$ cat src/acg_pkg.sv
// Constants shared by the channel 4 gain, phase and shared ADC config block.
// Assumes every user runs on the control-interface clock i_ref_clk.
// Function
// Volume code zero mutes the channel 4 digital output completely.
// Volume code 1 is -80 dB and each further code adds half a decibel.
// Volume code 161 is unity gain and code 255 is the top boost of 47 dB.
// The volume register resets to 0xa1, which is unity gain.
// Fine gain bits 7..4 trim in 0.1 dB steps, code 8 being 0 dB.
// The fine gain register resets to 0x80, which is 0 dB.
// Phase bits 7..2 delay the channel by that many modulator cycles.
// The phase field resets to zero, so no delay is added after reset.
// Shared config bit 2 inverts the ADC output data.
// Shared config bit 3 puts the quantizer into offset calibration.
// Shared config bits 7..4 drive the common-mode resistor selects.
// Software writes reserved bits as zero and they always read zero.
// The shared config register resets to 0x00, everything inactive.
// Fields read back what was written and act with no commit step.
package acg_pkg;
   localparam logic [7:0] OFS_VOLUME     = 8'h5f;
   localparam logic [7:0] OFS_FINE_GAIN  = 8'h60;
   localparam logic [7:0] OFS_PHASE      = 8'h61;
   localparam logic [7:0] OFS_SHARED     = 8'h62;

   localparam logic [7:0] RST_VOLUME     = 8'ha1;
   localparam logic [7:0] RST_FINE_GAIN  = 8'h80;
   localparam logic [7:0] RST_PHASE      = 8'h00;
   localparam logic [7:0] RST_SHARED     = 8'h00;

   localparam int FINE_LSB   = 4;
   localparam int PHASE_LSB  = 2;
   localparam int TRIM_LSB   = 4;
   localparam int QCAL_BIT   = 3;
   localparam int INV_BIT    = 2;

   localparam logic [7:0] VOL_MUTE_CODE  = 8'h00;
   localparam logic [7:0] VOL_MIN_CODE   = 8'h01;
   localparam logic [7:0] VOL_UNITY_CODE = 8'ha1;
   localparam logic [3:0] FINE_UNITY     = 4'h8;

   // Code plus 7 counts half-dB steps above -84 dB, 12 to each 6 dB octave
   localparam logic [8:0] VOL_OCT_OFS    = 9'h007;
   localparam logic [8:0] VOL_STEPS_OCT  = 9'h00c;
   localparam logic [4:0] VOL_OCT_UNITY  = 5'h0e;
   localparam int         GAIN_FRAC      = 14;

   // Half-dB mantissas within one octave, Q2.14
   localparam logic [15:0] VOL_MANT [12] = '{
      16'h4000, 16'h43cb, 16'h47cf, 16'h4c10, 16'h5092, 16'h5558,
      16'h5a67, 16'h5fc2, 16'h656f, 16'h6b72, 16'h71d0, 16'h788e};

   // Fine gain -0.8 dB .. +0.7 dB, Q2.14
   localparam logic [15:0] FINE_MANT [16] = '{
      16'h3a5f, 16'h3b0c, 16'h3bba, 16'h3c6c, 16'h3d1e, 16'h3dd4,
      16'h3e8b, 16'h3f45, 16'h4000, 16'h40be, 16'h417e, 16'h4240,
      16'h4304, 16'h43cb, 16'h4494, 16'h455f};

   localparam int PHASE_MAX  = 63;
   localparam int DATA_W     = 24;
endpackage

$ cat src/acg_ch4_config.sv
// Channel 4 volume, fine gain, phase delay and shared ADC config registers
// with the datapath they steer.
// Assumes the control port decoder presents single-cycle read and write
// strobes on i_ref_clk, and that samples and modulator ticks share it.
`timescale 1ns/100ps
module acg_ch4_config #(
   parameter int DW = acg_pkg::DATA_W
) (
   input  wire logic                 i_ref_clk,
   input  wire logic                 i_reset_n,
   input  wire logic                 i_reg_wr,
   input  wire logic                 i_reg_rd,
   input  wire logic        [7:0]    i_reg_addr,
   input  wire logic        [7:0]    i_reg_wdata,
   output logic             [7:0]    o_reg_rdata,
   input  wire logic                 i_ch4_valid,
   input  wire logic signed [DW-1:0] i_ch4_data,
   output logic                      o_ch4_valid,
   output logic signed      [DW-1:0] o_ch4_data,
   input  wire logic                 i_mod_tick,
   input  wire logic                 i_mod_bit,
   output logic                      o_mod_bit,
   output logic             [3:0]    o_cm_res_sel,
   output logic                      o_quant_offset_cal_enable
);
   logic [7:0] ch4_volume_code_r;
   logic [3:0] ch4_fine_gain_code_r;
   logic [5:0] ch4_phase_delay_cycles_r;
   logic [3:0] input_common_mode_trim_r;
   logic       quantizer_offset_cal_enable_r;
   logic       data_invert_r;
   logic [7:0] rd_mux;
   logic       first_r;

   logic       wr_vol, wr_fine, wr_phase, wr_shared;

   assign wr_vol    = i_reg_wr && (i_reg_addr == acg_pkg::OFS_VOLUME);
   assign wr_fine   = i_reg_wr && (i_reg_addr == acg_pkg::OFS_FINE_GAIN);
   assign wr_phase  = i_reg_wr && (i_reg_addr == acg_pkg::OFS_PHASE);
   assign wr_shared = i_reg_wr && (i_reg_addr == acg_pkg::OFS_SHARED);

   always_ff @(posedge i_ref_clk or negedge i_reset_n) begin
      if (!i_reset_n)
         ch4_volume_code_r <= acg_pkg::RST_VOLUME;
      else if (wr_vol)
         ch4_volume_code_r <= i_reg_wdata;
   end

   // Only the writable field is stored, so reserved bits stay zero
   always_ff @(posedge i_ref_clk or negedge i_reset_n) begin
      if (!i_reset_n)
         ch4_fine_gain_code_r <=
            acg_pkg::RST_FINE_GAIN[acg_pkg::FINE_LSB +: 4];
      else if (wr_fine)
         ch4_fine_gain_code_r <= i_reg_wdata[acg_pkg::FINE_LSB +: 4];
   end

   always_ff @(posedge i_ref_clk or negedge i_reset_n) begin
      if (!i_reset_n)
         ch4_phase_delay_cycles_r <=
            acg_pkg::RST_PHASE[acg_pkg::PHASE_LSB +: 6];
      else if (wr_phase)
         ch4_phase_delay_cycles_r <= i_reg_wdata[acg_pkg::PHASE_LSB +: 6];
   end

   always_ff @(posedge i_ref_clk or negedge i_reset_n) begin
      if (!i_reset_n) begin
         input_common_mode_trim_r <=
            acg_pkg::RST_SHARED[acg_pkg::TRIM_LSB +: 4];
         quantizer_offset_cal_enable_r <=
            acg_pkg::RST_SHARED[acg_pkg::QCAL_BIT];
         data_invert_r <= acg_pkg::RST_SHARED[acg_pkg::INV_BIT];
      end else if (wr_shared) begin
         input_common_mode_trim_r <= i_reg_wdata[acg_pkg::TRIM_LSB +: 4];
         quantizer_offset_cal_enable_r <= i_reg_wdata[acg_pkg::QCAL_BIT];
         data_invert_r <= i_reg_wdata[acg_pkg::INV_BIT];
      end
   end

   always_comb begin
      rd_mux = 8'h00;
      unique case (i_reg_addr)
         acg_pkg::OFS_VOLUME:    rd_mux = ch4_volume_code_r;
         acg_pkg::OFS_FINE_GAIN: rd_mux = {ch4_fine_gain_code_r, 4'h0};
         acg_pkg::OFS_PHASE:     rd_mux = {ch4_phase_delay_cycles_r, 2'h0};
         acg_pkg::OFS_SHARED:    rd_mux = {input_common_mode_trim_r,
                                           quantizer_offset_cal_enable_r,
                                           data_invert_r, 2'h0};
         default:                rd_mux = 8'h00;
      endcase
   end

   // Read data is held until the next read so the port can sample late
   always_ff @(posedge i_ref_clk or negedge i_reset_n) begin
      if (!i_reset_n)
         o_reg_rdata <= 8'h00;
      else if (i_reg_rd)
         o_reg_rdata <= rd_mux;
   end

   // Resistor selects follow the field bit for bit: one bit, one resistor
   assign o_cm_res_sel = input_common_mode_trim_r;
   assign o_quant_offset_cal_enable = quantizer_offset_cal_enable_r;

   acg_gain_stage #(
      .DW (DW)
   ) u_gain (
      .i_ref_clk   (i_ref_clk),
      .i_reset_n   (i_reset_n),
      .i_valid     (i_ch4_valid),
      .i_data      (i_ch4_data),
      .i_vol_code  (ch4_volume_code_r),
      .i_fine_code (ch4_fine_gain_code_r),
      .i_invert    (data_invert_r),
      .o_valid     (o_ch4_valid),
      .o_data      (o_ch4_data)
   );

   acg_phase_delay #(
      .DEPTH (acg_pkg::PHASE_MAX)
   ) u_phase (
      .i_ref_clk  (i_ref_clk),
      .i_reset_n  (i_reset_n),
      .i_mod_tick (i_mod_tick),
      .i_mod_bit  (i_mod_bit),
      .i_delay    (ch4_phase_delay_cycles_r),
      .o_mod_bit  (o_mod_bit)
   );

   // Helper flag for the reset-value checks
   always_ff @(posedge i_ref_clk or negedge i_reset_n) begin
      if (!i_reset_n)
         first_r <= 1'b1;
      else
         first_r <= 1'b0;
   end

   localparam logic signed [DW-1:0] DMIN = {1'b1, {(DW-1){1'b0}}};

   property p_mute;
      @(posedge i_ref_clk) disable iff (!i_reset_n)
      (i_ch4_valid && ch4_volume_code_r == acg_pkg::VOL_MUTE_CODE)
         |-> ##3 (o_ch4_valid && o_ch4_data == '0);
   endproperty
   a_mute: assert property (p_mute)
      else $error("muted volume code let data through");

   property p_unity;
      @(posedge i_ref_clk) disable iff (!i_reset_n)
      (i_ch4_valid && ch4_volume_code_r == acg_pkg::VOL_UNITY_CODE &&
       ch4_fine_gain_code_r == acg_pkg::FINE_UNITY && !data_invert_r)
         |-> ##3 (o_ch4_data == $past(i_ch4_data, 3));
   endproperty
   a_unity: assert property (p_unity)
      else $error("unity settings changed the sample");

   property p_min_gain;
      @(posedge i_ref_clk) disable iff (!i_reset_n)
      (i_ch4_valid && ch4_volume_code_r == acg_pkg::VOL_MIN_CODE &&
       ch4_fine_gain_code_r == acg_pkg::FINE_UNITY && !data_invert_r &&
       i_ch4_data >= 0)
         |-> ##3 (o_ch4_data <= ($past(i_ch4_data, 3) >>> 13) + 1);
   endproperty
   a_min_gain: assert property (p_min_gain)
      else $error("lowest volume code not near -80 dB");

   property p_invert;
      @(posedge i_ref_clk) disable iff (!i_reset_n)
      (i_ch4_valid && ch4_volume_code_r == acg_pkg::VOL_UNITY_CODE &&
       ch4_fine_gain_code_r == acg_pkg::FINE_UNITY && data_invert_r &&
       i_ch4_data != DMIN)
         |-> ##3 (o_ch4_data == -$past(i_ch4_data, 3));
   endproperty
   a_invert: assert property (p_invert)
      else $error("inversion did not negate the sample");

   property p_reset_vals;
      @(posedge i_ref_clk) disable iff (!i_reset_n)
      first_r |-> (ch4_volume_code_r == acg_pkg::RST_VOLUME &&
                   ch4_fine_gain_code_r == acg_pkg::FINE_UNITY &&
                   ch4_phase_delay_cycles_r == 6'h00 &&
                   o_cm_res_sel == 4'h0 && !o_quant_offset_cal_enable &&
                   !data_invert_r);
   endproperty
   a_reset_vals: assert property (p_reset_vals)
      else $error("register not at reset value after reset");

   property p_readback;
      @(posedge i_ref_clk) disable iff (!i_reset_n)
      (wr_vol && !i_reg_rd) ##1 (i_reg_rd &&
         i_reg_addr == acg_pkg::OFS_VOLUME)
         |=> (o_reg_rdata == $past(i_reg_wdata, 2));
   endproperty
   a_readback: assert property (p_readback)
      else $error("volume did not read back written value");

   property p_reserved;
      @(posedge i_ref_clk) disable iff (!i_reset_n)
      (i_reg_rd && i_reg_addr == acg_pkg::OFS_FINE_GAIN)
         |=> (o_reg_rdata[3:0] == 4'h0);
   endproperty
   a_reserved: assert property (p_reserved)
      else $error("reserved bits read nonzero");

   property p_zero_delay;
      @(posedge i_ref_clk) disable iff (!i_reset_n)
      (i_mod_tick && ch4_phase_delay_cycles_r == 6'h00)
         |=> (o_mod_bit == $past(i_mod_bit));
   endproperty
   a_zero_delay: assert property (p_zero_delay)
      else $error("zero phase setting added delay");

   property p_shared_ctrl;
      @(posedge i_ref_clk) disable iff (!i_reset_n)
      wr_shared |=> (o_cm_res_sel == $past(i_reg_wdata[7:4]) &&
         o_quant_offset_cal_enable == $past(i_reg_wdata[3]));
   endproperty
   a_shared_ctrl: assert property (p_shared_ctrl)
      else $error("shared config write did not reach outputs");

   property p_unmapped;
      @(posedge i_ref_clk) disable iff (!i_reset_n)
      (i_reg_rd && (i_reg_addr < acg_pkg::OFS_VOLUME ||
                    i_reg_addr > acg_pkg::OFS_SHARED))
         |=> (o_reg_rdata == 8'h00);
   endproperty
   a_unmapped: assert property (p_unmapped)
      else $error("unmapped address read nonzero");

   // Read data must stand between reads, the port may sample late
   property p_rd_hold;
      @(posedge i_ref_clk) disable iff (!i_reset_n)
      !i_reg_rd |=> $stable(o_reg_rdata);
   endproperty
   a_rd_hold: assert property (p_rd_hold)
      else $error("read data changed without a read");

   property p_fine_wr;
      @(posedge i_ref_clk) disable iff (!i_reset_n)
      wr_fine |=> (ch4_fine_gain_code_r == $past(i_reg_wdata[7:4]));
   endproperty
   a_fine_wr: assert property (p_fine_wr)
      else $error("fine gain write not taken");

   property p_phase_wr;
      @(posedge i_ref_clk) disable iff (!i_reset_n)
      wr_phase |=> (ch4_phase_delay_cycles_r == $past(i_reg_wdata[7:2]));
   endproperty
   a_phase_wr: assert property (p_phase_wr)
      else $error("phase delay write not taken");

   property p_invert_wr;
      @(posedge i_ref_clk) disable iff (!i_reset_n)
      wr_shared |=> (data_invert_r == $past(i_reg_wdata[2]));
   endproperty
   a_invert_wr: assert property (p_invert_wr)
      else $error("invert bit write not taken");

   // The delayed bit may only move on a modulator tick
   property p_mod_hold;
      @(posedge i_ref_clk) disable iff (!i_reset_n)
      !i_mod_tick |=> $stable(o_mod_bit);
   endproperty
   a_mod_hold: assert property (p_mod_hold)
      else $error("delayed bit moved without a tick");

   property p_cov_collide;
      @(posedge i_ref_clk) disable iff (!i_reset_n)
      i_reg_wr && i_reg_rd;
   endproperty
   c_cov_collide: cover property (p_cov_collide);

   property p_cov_mute;
      @(posedge i_ref_clk) disable iff (!i_reset_n)
      wr_vol && i_reg_wdata == acg_pkg::VOL_MUTE_CODE;
   endproperty
   c_cov_mute: cover property (p_cov_mute);

   property p_cov_invert;
      @(posedge i_ref_clk) disable iff (!i_reset_n)
      o_ch4_valid && data_invert_r;
   endproperty
   c_cov_invert: cover property (p_cov_invert);

   property p_cov_max_delay;
      @(posedge i_ref_clk) disable iff (!i_reset_n)
      i_mod_tick && ch4_phase_delay_cycles_r == 6'h3f;
   endproperty
   c_cov_max_delay: cover property (p_cov_max_delay);
endmodule

$ cat src/acg_gain_stage.sv
// Three-stage volume, fine gain, saturation and inversion pipeline.
// Assumes samples and settings arrive on i_ref_clk; settings are
// captured with the sample so a write mid-pipeline never splits a sample.
`timescale 1ns/100ps
module acg_gain_stage #(
   parameter int DW = acg_pkg::DATA_W
) (
   input  wire logic                 i_ref_clk,
   input  wire logic                 i_reset_n,
   input  wire logic                 i_valid,
   input  wire logic signed [DW-1:0] i_data,
   input  wire logic        [7:0]    i_vol_code,
   input  wire logic        [3:0]    i_fine_code,
   input  wire logic                 i_invert,
   output logic                      o_valid,
   output logic signed      [DW-1:0] o_data
);
   localparam int EW = DW + 10;
   localparam logic signed [EW-1:0] SMAX =
      {{(EW-DW+1){1'b0}}, {(DW-1){1'b1}}};
   localparam logic signed [EW-1:0] SMIN =
      {{(EW-DW+1){1'b1}}, {(DW-1){1'b0}}};
   localparam logic signed [DW-1:0] DMAX = {1'b0, {(DW-1){1'b1}}};
   localparam logic signed [DW-1:0] DMIN = {1'b1, {(DW-1){1'b0}}};

   logic        [8:0]       vol_ofs;
   logic        [4:0]       oct_c;
   logic        [3:0]       rem_c;
   logic signed [DW+16:0]   p1;
   logic signed [DW+17:0]   p2;
   logic signed [EW-1:0]    ext;
   logic signed [EW-1:0]    shifted;
   logic signed [DW-1:0]    sat;

   logic                    v1_r, v2_r;
   logic signed [DW:0]      s1_r;
   logic signed [DW+1:0]    s2_r;
   logic        [3:0]       fine1_r;
   logic        [4:0]       oct1_r, oct2_r;
   logic                    mute1_r, mute2_r, inv1_r, inv2_r;

   // Coarse step split into octave and half-dB remainder
   assign vol_ofs = {1'b0, i_vol_code} + acg_pkg::VOL_OCT_OFS;
   assign oct_c   = 5'(vol_ofs / acg_pkg::VOL_STEPS_OCT);
   assign rem_c   = 4'(vol_ofs % acg_pkg::VOL_STEPS_OCT);
   assign p1 = i_data * $signed({1'b0, acg_pkg::VOL_MANT[rem_c]});
   assign p2 = s1_r * $signed({1'b0, acg_pkg::FINE_MANT[fine1_r]});

   always_ff @(posedge i_ref_clk or negedge i_reset_n) begin
      if (!i_reset_n) begin
         v1_r    <= 1'b0;
         s1_r    <= '0;
         fine1_r <= acg_pkg::FINE_UNITY;
         oct1_r  <= acg_pkg::VOL_OCT_UNITY;
         mute1_r <= 1'b0;
         inv1_r  <= 1'b0;
      end else begin
         v1_r    <= i_valid;
         s1_r    <= p1[DW+14:14];
         fine1_r <= i_fine_code;
         oct1_r  <= oct_c;
         mute1_r <= (i_vol_code == acg_pkg::VOL_MUTE_CODE);
         inv1_r  <= i_invert;
      end
   end

   always_ff @(posedge i_ref_clk or negedge i_reset_n) begin
      if (!i_reset_n) begin
         v2_r    <= 1'b0;
         s2_r    <= '0;
         oct2_r  <= acg_pkg::VOL_OCT_UNITY;
         mute2_r <= 1'b0;
         inv2_r  <= 1'b0;
      end else begin
         v2_r    <= v1_r;
         s2_r    <= p2[DW+15:14];
         oct2_r  <= oct1_r;
         mute2_r <= mute1_r;
         inv2_r  <= inv1_r;
      end
   end

   // Each octave is taken as 6 dB; the 0.02 dB per octave drift is
   // the price of a shift instead of a full exponent table
   always_comb begin
      ext = {{8{s2_r[DW+1]}}, s2_r};
      if (oct2_r >= acg_pkg::VOL_OCT_UNITY)
         shifted = ext <<< (oct2_r - acg_pkg::VOL_OCT_UNITY);
      else
         shifted = ext >>> (acg_pkg::VOL_OCT_UNITY - oct2_r);
      if (shifted > SMAX)
         sat = DMAX;
      else if (shifted < SMIN)
         sat = DMIN;
      else
         sat = shifted[DW-1:0];
   end

   always_ff @(posedge i_ref_clk or negedge i_reset_n) begin
      if (!i_reset_n) begin
         o_valid <= 1'b0;
         o_data  <= '0;
      end else begin
         o_valid <= v2_r;
         if (mute2_r)
            o_data <= '0;
         else if (inv2_r)
            o_data <= (sat == DMIN) ? DMAX : -sat;
         else
            o_data <= sat;
      end
   end
endmodule

$ cat src/acg_phase_delay.sv
// Programmable delay of the modulator bit stream in modulator cycles.
// Assumes i_mod_tick is a one-cycle strobe per modulator cycle from logic
// on i_ref_clk, so no synchroniser is needed.
`timescale 1ns/100ps
module acg_phase_delay #(
   parameter int DEPTH = acg_pkg::PHASE_MAX
) (
   input  wire logic       i_ref_clk,
   input  wire logic       i_reset_n,
   input  wire logic       i_mod_tick,
   input  wire logic       i_mod_bit,
   input  wire logic [5:0] i_delay,
   output logic            o_mod_bit
);
   logic [DEPTH-1:0] hist_r;

   always_ff @(posedge i_ref_clk or negedge i_reset_n) begin
      if (!i_reset_n)
         hist_r <= '0;
      else if (i_mod_tick)
         hist_r <= {hist_r[DEPTH-2:0], i_mod_bit};
   end

   // Delay read straight from the live setting, no commit needed
   always_ff @(posedge i_ref_clk or negedge i_reset_n) begin
      if (!i_reset_n)
         o_mod_bit <= 1'b0;
      else if (i_mod_tick) begin
         if (i_delay == 6'h00)
            o_mod_bit <= i_mod_bit;
         else
            o_mod_bit <= hist_r[i_delay - 6'h01];
      end
   end
endmodule

$ cat config.mk
export PLATFORM = sky130hd
export DESIGN_NAME = acg_ch4_config
export DESIGN_NICKNAME = d
export VERILOG_FILES = /design/src/acg_pkg.sv /design/src/acg_ch4_config.sv /design/src/acg_gain_stage.sv /design/src/acg_phase_delay.sv
export SDC_FILE = /design/constraint.sdc
export NUM_CORES = 2
export LEC_CHECK = 0
export BUFFER_PORTS_ARGS = -buffer_cell sky130_fd_sc_hd__buf_2
export CORE_MARGIN = 2
export CORE_UTILIZATION = 51
export DETAILED_ROUTE_END_ITERATION = 16
export HOLD_SLACK_MARGIN = 0.06
export PLACE_DENSITY = 0.67
export SKIP_CTS_REPAIR_TIMING = 1
export SLEW_MARGIN = 20
export SYNTH_ARGS = -nofsm -noshare
export SYNTH_HDL_FRONTEND = slang
export SYNTH_HIERARCHICAL = 1
export SYNTH_SLANG_ARGS = --single-unit
$ cat constraint.sdc
create_clock -name i_ref_clk -period 10.5 [get_ports i_ref_clk]
set_clock_uncertainty 0.05 [all_clocks]
set_input_delay 1.05 -clock i_ref_clk [delete_from_list [all_inputs] [get_ports i_ref_clk]]
set_output_delay 1.05 -clock i_ref_clk [all_outputs]
set_load 0.02 [all_outputs]
==> metrics.log <==
INFO  metric timing.max_slew.rel_slack = 22.0%
INFO  metric fin_util = 54.2%
INFO  metric dieArea = 75,700 um^2
INFO  metric final_common_cell = inv_1
INFO  metric number_of_global_route_vias_before_repair = 28,100
INFO  metric synthesis.area = ~38,000 um^2
INFO  metric global_route.usage.total = between 20% and 30%
INFO  metric final_layout_size_suffix_gt1_share = between 10% and 20%
INFO  metric route.vias.total = around 27,000
INFO  metric placementRows = just under 100
INFO  metric cts.reportedPaths.clkPinSlew = around 0.090 ns
INFO  metric grt-ovfl-total = 0
INFO  metric placed_cell_area = a little under 40,000 um^2
INFO  metric synth_top_family_by_area = adder cells
INFO  metric synthCells = 3,968
INFO  metric initialDrtViolationCount = ~2,100
INFO  metric start_util = around half
INFO  metric internal_reg_to_reg_setup_slack = around 0.53 ns
INFO  metric synth-seq-area-share = 12.8%
INFO  metric final-hold-violation-count = 0
INFO  metric worst-endpoint-required = between 10 and 15 ns
INFO  metric cts-buffers-inserted = 17
INFO  metric area_used_by_sequential_logic_in_the_layout = 4820 um^2
INFO  metric peak_freq = 100 MHz
INFO  metric tightest_slew = 1.16 ns
INFO  metric synth_enable_flop_cells = 0
INFO  metric timing.critical_path.fanout_max = 12
INFO  metric syn_area_per_cell = between 9 and 10 um^2
INFO  metric clock_tree_from_tritoncts = yes
INFO  metric min_path_type = register to register
INFO  metric viasPerCell = ~5.6
INFO  metric cts.path.max_buffers = 2
INFO  metric cts.sink_count = approximately 190
INFO  metric criticalPathCategory = register to register
INFO  metric grt_antenna_before_repair = 0
INFO  metric fin_worst_hold_slack = between 0.3 and 0.4 ns
INFO  metric drtAntennaViolNets = 0
INFO  metric fin_area = a little under 40,000 um^2
INFO  metric critPathMostFrequentCell = fa_1
INFO  metric report.final.setup_viol = 0
INFO  metric n_fill_cell = about 6,600
INFO  metric final_net_count = about 4,900
INFO  metric cp_slowest_stage_delay = between 0.5 and 0.6 ns
INFO  metric setup.worst_path.end_class = register
INFO  metric status = finished clean
INFO  metric clock_h_tree_levels = 4
INFO  metric async_s_r_ff_share_synth = 100%
INFO  metric finalMaxSlewViolations = 0
INFO  metric post_synthesis_net_count = between 4,000 and 5,000
INFO  metric area_of_combinational_cells_with_multiple_inputs = about 29,000 um^2
INFO  metric clkLatencyLatePin = just under 0.5 ns
INFO  metric floorplan.io_pins = 86
INFO  metric synth_top_flop_cell = dfrtp_1
INFO  metric post_layout_min_period = ~10 ns
INFO  metric synth_cell_type_count = about 110
INFO  metric die_y = between 200 and 300 um
INFO  metric post_synthesis_register_bit_count = around 190
INFO  metric place_congestion = approximately 0.94
INFO  metric first_pass_grt_wire_length = between 150 and 200 mm
INFO  metric dp_hpwl = 71.3 mm
INFO  metric yosys_warnings = 6
INFO  metric placeableCoreArea = ~73,000 um^2
INFO  metric clock_tree.root_cell = clkbuf_16
INFO  metric cp-start-kind = register
INFO  metric fraction_of_the_mapped_netlist_area_in_adder_cells = between 40% and 50%
INFO  metric synth_simple_gate_area_share = roughly 14%
INFO  metric muxShareOfSynthArea = under 10%
INFO  metric cap_violations = 0
INFO  metric post_route_drc_violation_count = 0
INFO  metric final.period_utilization = between 90 and 100%
INFO  metric timing.critical_path.arrival = 10.32 ns
INFO  metric port_buffers = between 80 and 90
INFO  metric mostFrequentLayoutCells = 883 x inv_1, 692 x fa_1, 542 x nand2_1, 206 x ha_1, 179 x dfrtp_1
INFO  metric timing.critical_path.slowest_stage_cell = fa_1
INFO  metric finalWirelength = 91.5 mm
INFO  metric grt_start_max_net_pins = 75
INFO  metric xor_xnor_cell_area_share_of_the_yosys_netlist = ~2.1%
INFO  metric syn_to_final_growth = 5.32%
INFO  metric firstDrtPassIters = 5
INFO  metric dieWidth = ~280 um
INFO  metric routedWlPerCell = around 19 um
INFO  metric post_synthesis_compound_gate_area_fraction = ~7.6%
-- area by class of cell --
| cell class | instances | area share, % |
|---|---|---|
| antenna | 1 | 0.00633 |
| clock buffer | 17 | 1.08 |
| clock inverter | 15 | 0.535 |
| inverter | 884 | 8.40 |
| multi-input combinational | 2697 | 72.6 |
| sequential | 192 | 12.2 |
| tap | 959 | 3.04 |
| timing repair buffer | 140 | 2.16 |
-- metrics by stage --
step           std cells  setup TNS, ns  setup slack [ns]
2_1_floorplan       3968              0             0.895
3_3_place_gp        4867              0             0.396
3_5_place_dp        4867              0             0.117
4_1_cts             4899              0            0.0852
5_1_grt             4904        -0.0529           -0.0529
6_report            4905              0             0.529
-- logic make-up after synthesis --
kind of cell | count (synthesis)
and+or+nand+nor | 1087
buffers and inverters | 1079
adders and majority gates | 901
AOI/OAI and AO/OA | 403
muxes | 218
DFF | 192
xor gates and xnor gates | 87
other | 1
-- cells in the mapped netlist (all sizes together) (68+ instances only) --
library cell	count	area share (%)
ha	206	6.9
mux2	106	3.2
nand2	545	5.5
nor2b	68	1.1
a21oi	78	1.0
dfrtp	181	12
and2	145	2.4
inv	884	8.8
nor2	115	1.2
clkbuf	159	1.7
fa	692	37
mux4	70	4.3
-- registers in the layout (all words and copies together), names as in the netlist, 4 cells and up --
register                  flops
o_cm_res_sel                  4
u_gain/s1_r                  25
o_reg_rdata                   8
u_gain/o_data                24
u_gain/s2_r                  26
u_gain/oct2_r                 5
ch4_volume_code_r             8
u_gain/oct1_r                 5
u_gain/fine1_r                4
ch4_fine_gain_code_r          4
ch4_phase_delay_cycles_r      6
u_phase/hist_r               63
-- routing by layer --
layer | track usage [%] | routed length, um | up-vias
met5 | 0 | 0 | -
met1 | 37.0 | 40700 | 14000
met2 | 41.2 | 43900 | 883
met4 | 4.38 | 1330 | 0
li1 | - | - | 12300
met3 | 3.30 | 5520 | 86
-- worst paths after layout --
kind | startpoint | to | cells after the start
setup / recovery | ch4_volume_code_r[0] | u_gain/s1_r[18] | 35
hold / removal | u_gain/v1_r | u_gain/v2_r | 0
setup reg to reg | ch4_volume_code_r[0] | u_gain/s1_r[18] | 35
hold reg to reg | u_gain/v1_r | u_gain/v2_r | 0
max in group asynchronous | i_reset_n | ch4_volume_code_r[1] | 2
min in group asynchronous | i_reset_n | u_gain/o_data[16] | 1
-- critical path: cells and delay by family (launching register included) --
kind | cells | cell delay, ns
adders and majority gates | 8 | 3.80
AOI/OAI and AO/OA | 11 | 2.64
and+or+nand+nor | 8 | 1.79
xor gates and xnor gates | 2 | 0.40
DFF | 1 | 0.54
buffers and inverters | 6 | 0.62
Power is not shown: default switching activity piles up to over one toggle a cycle in this logic, so the estimate is an artifact.
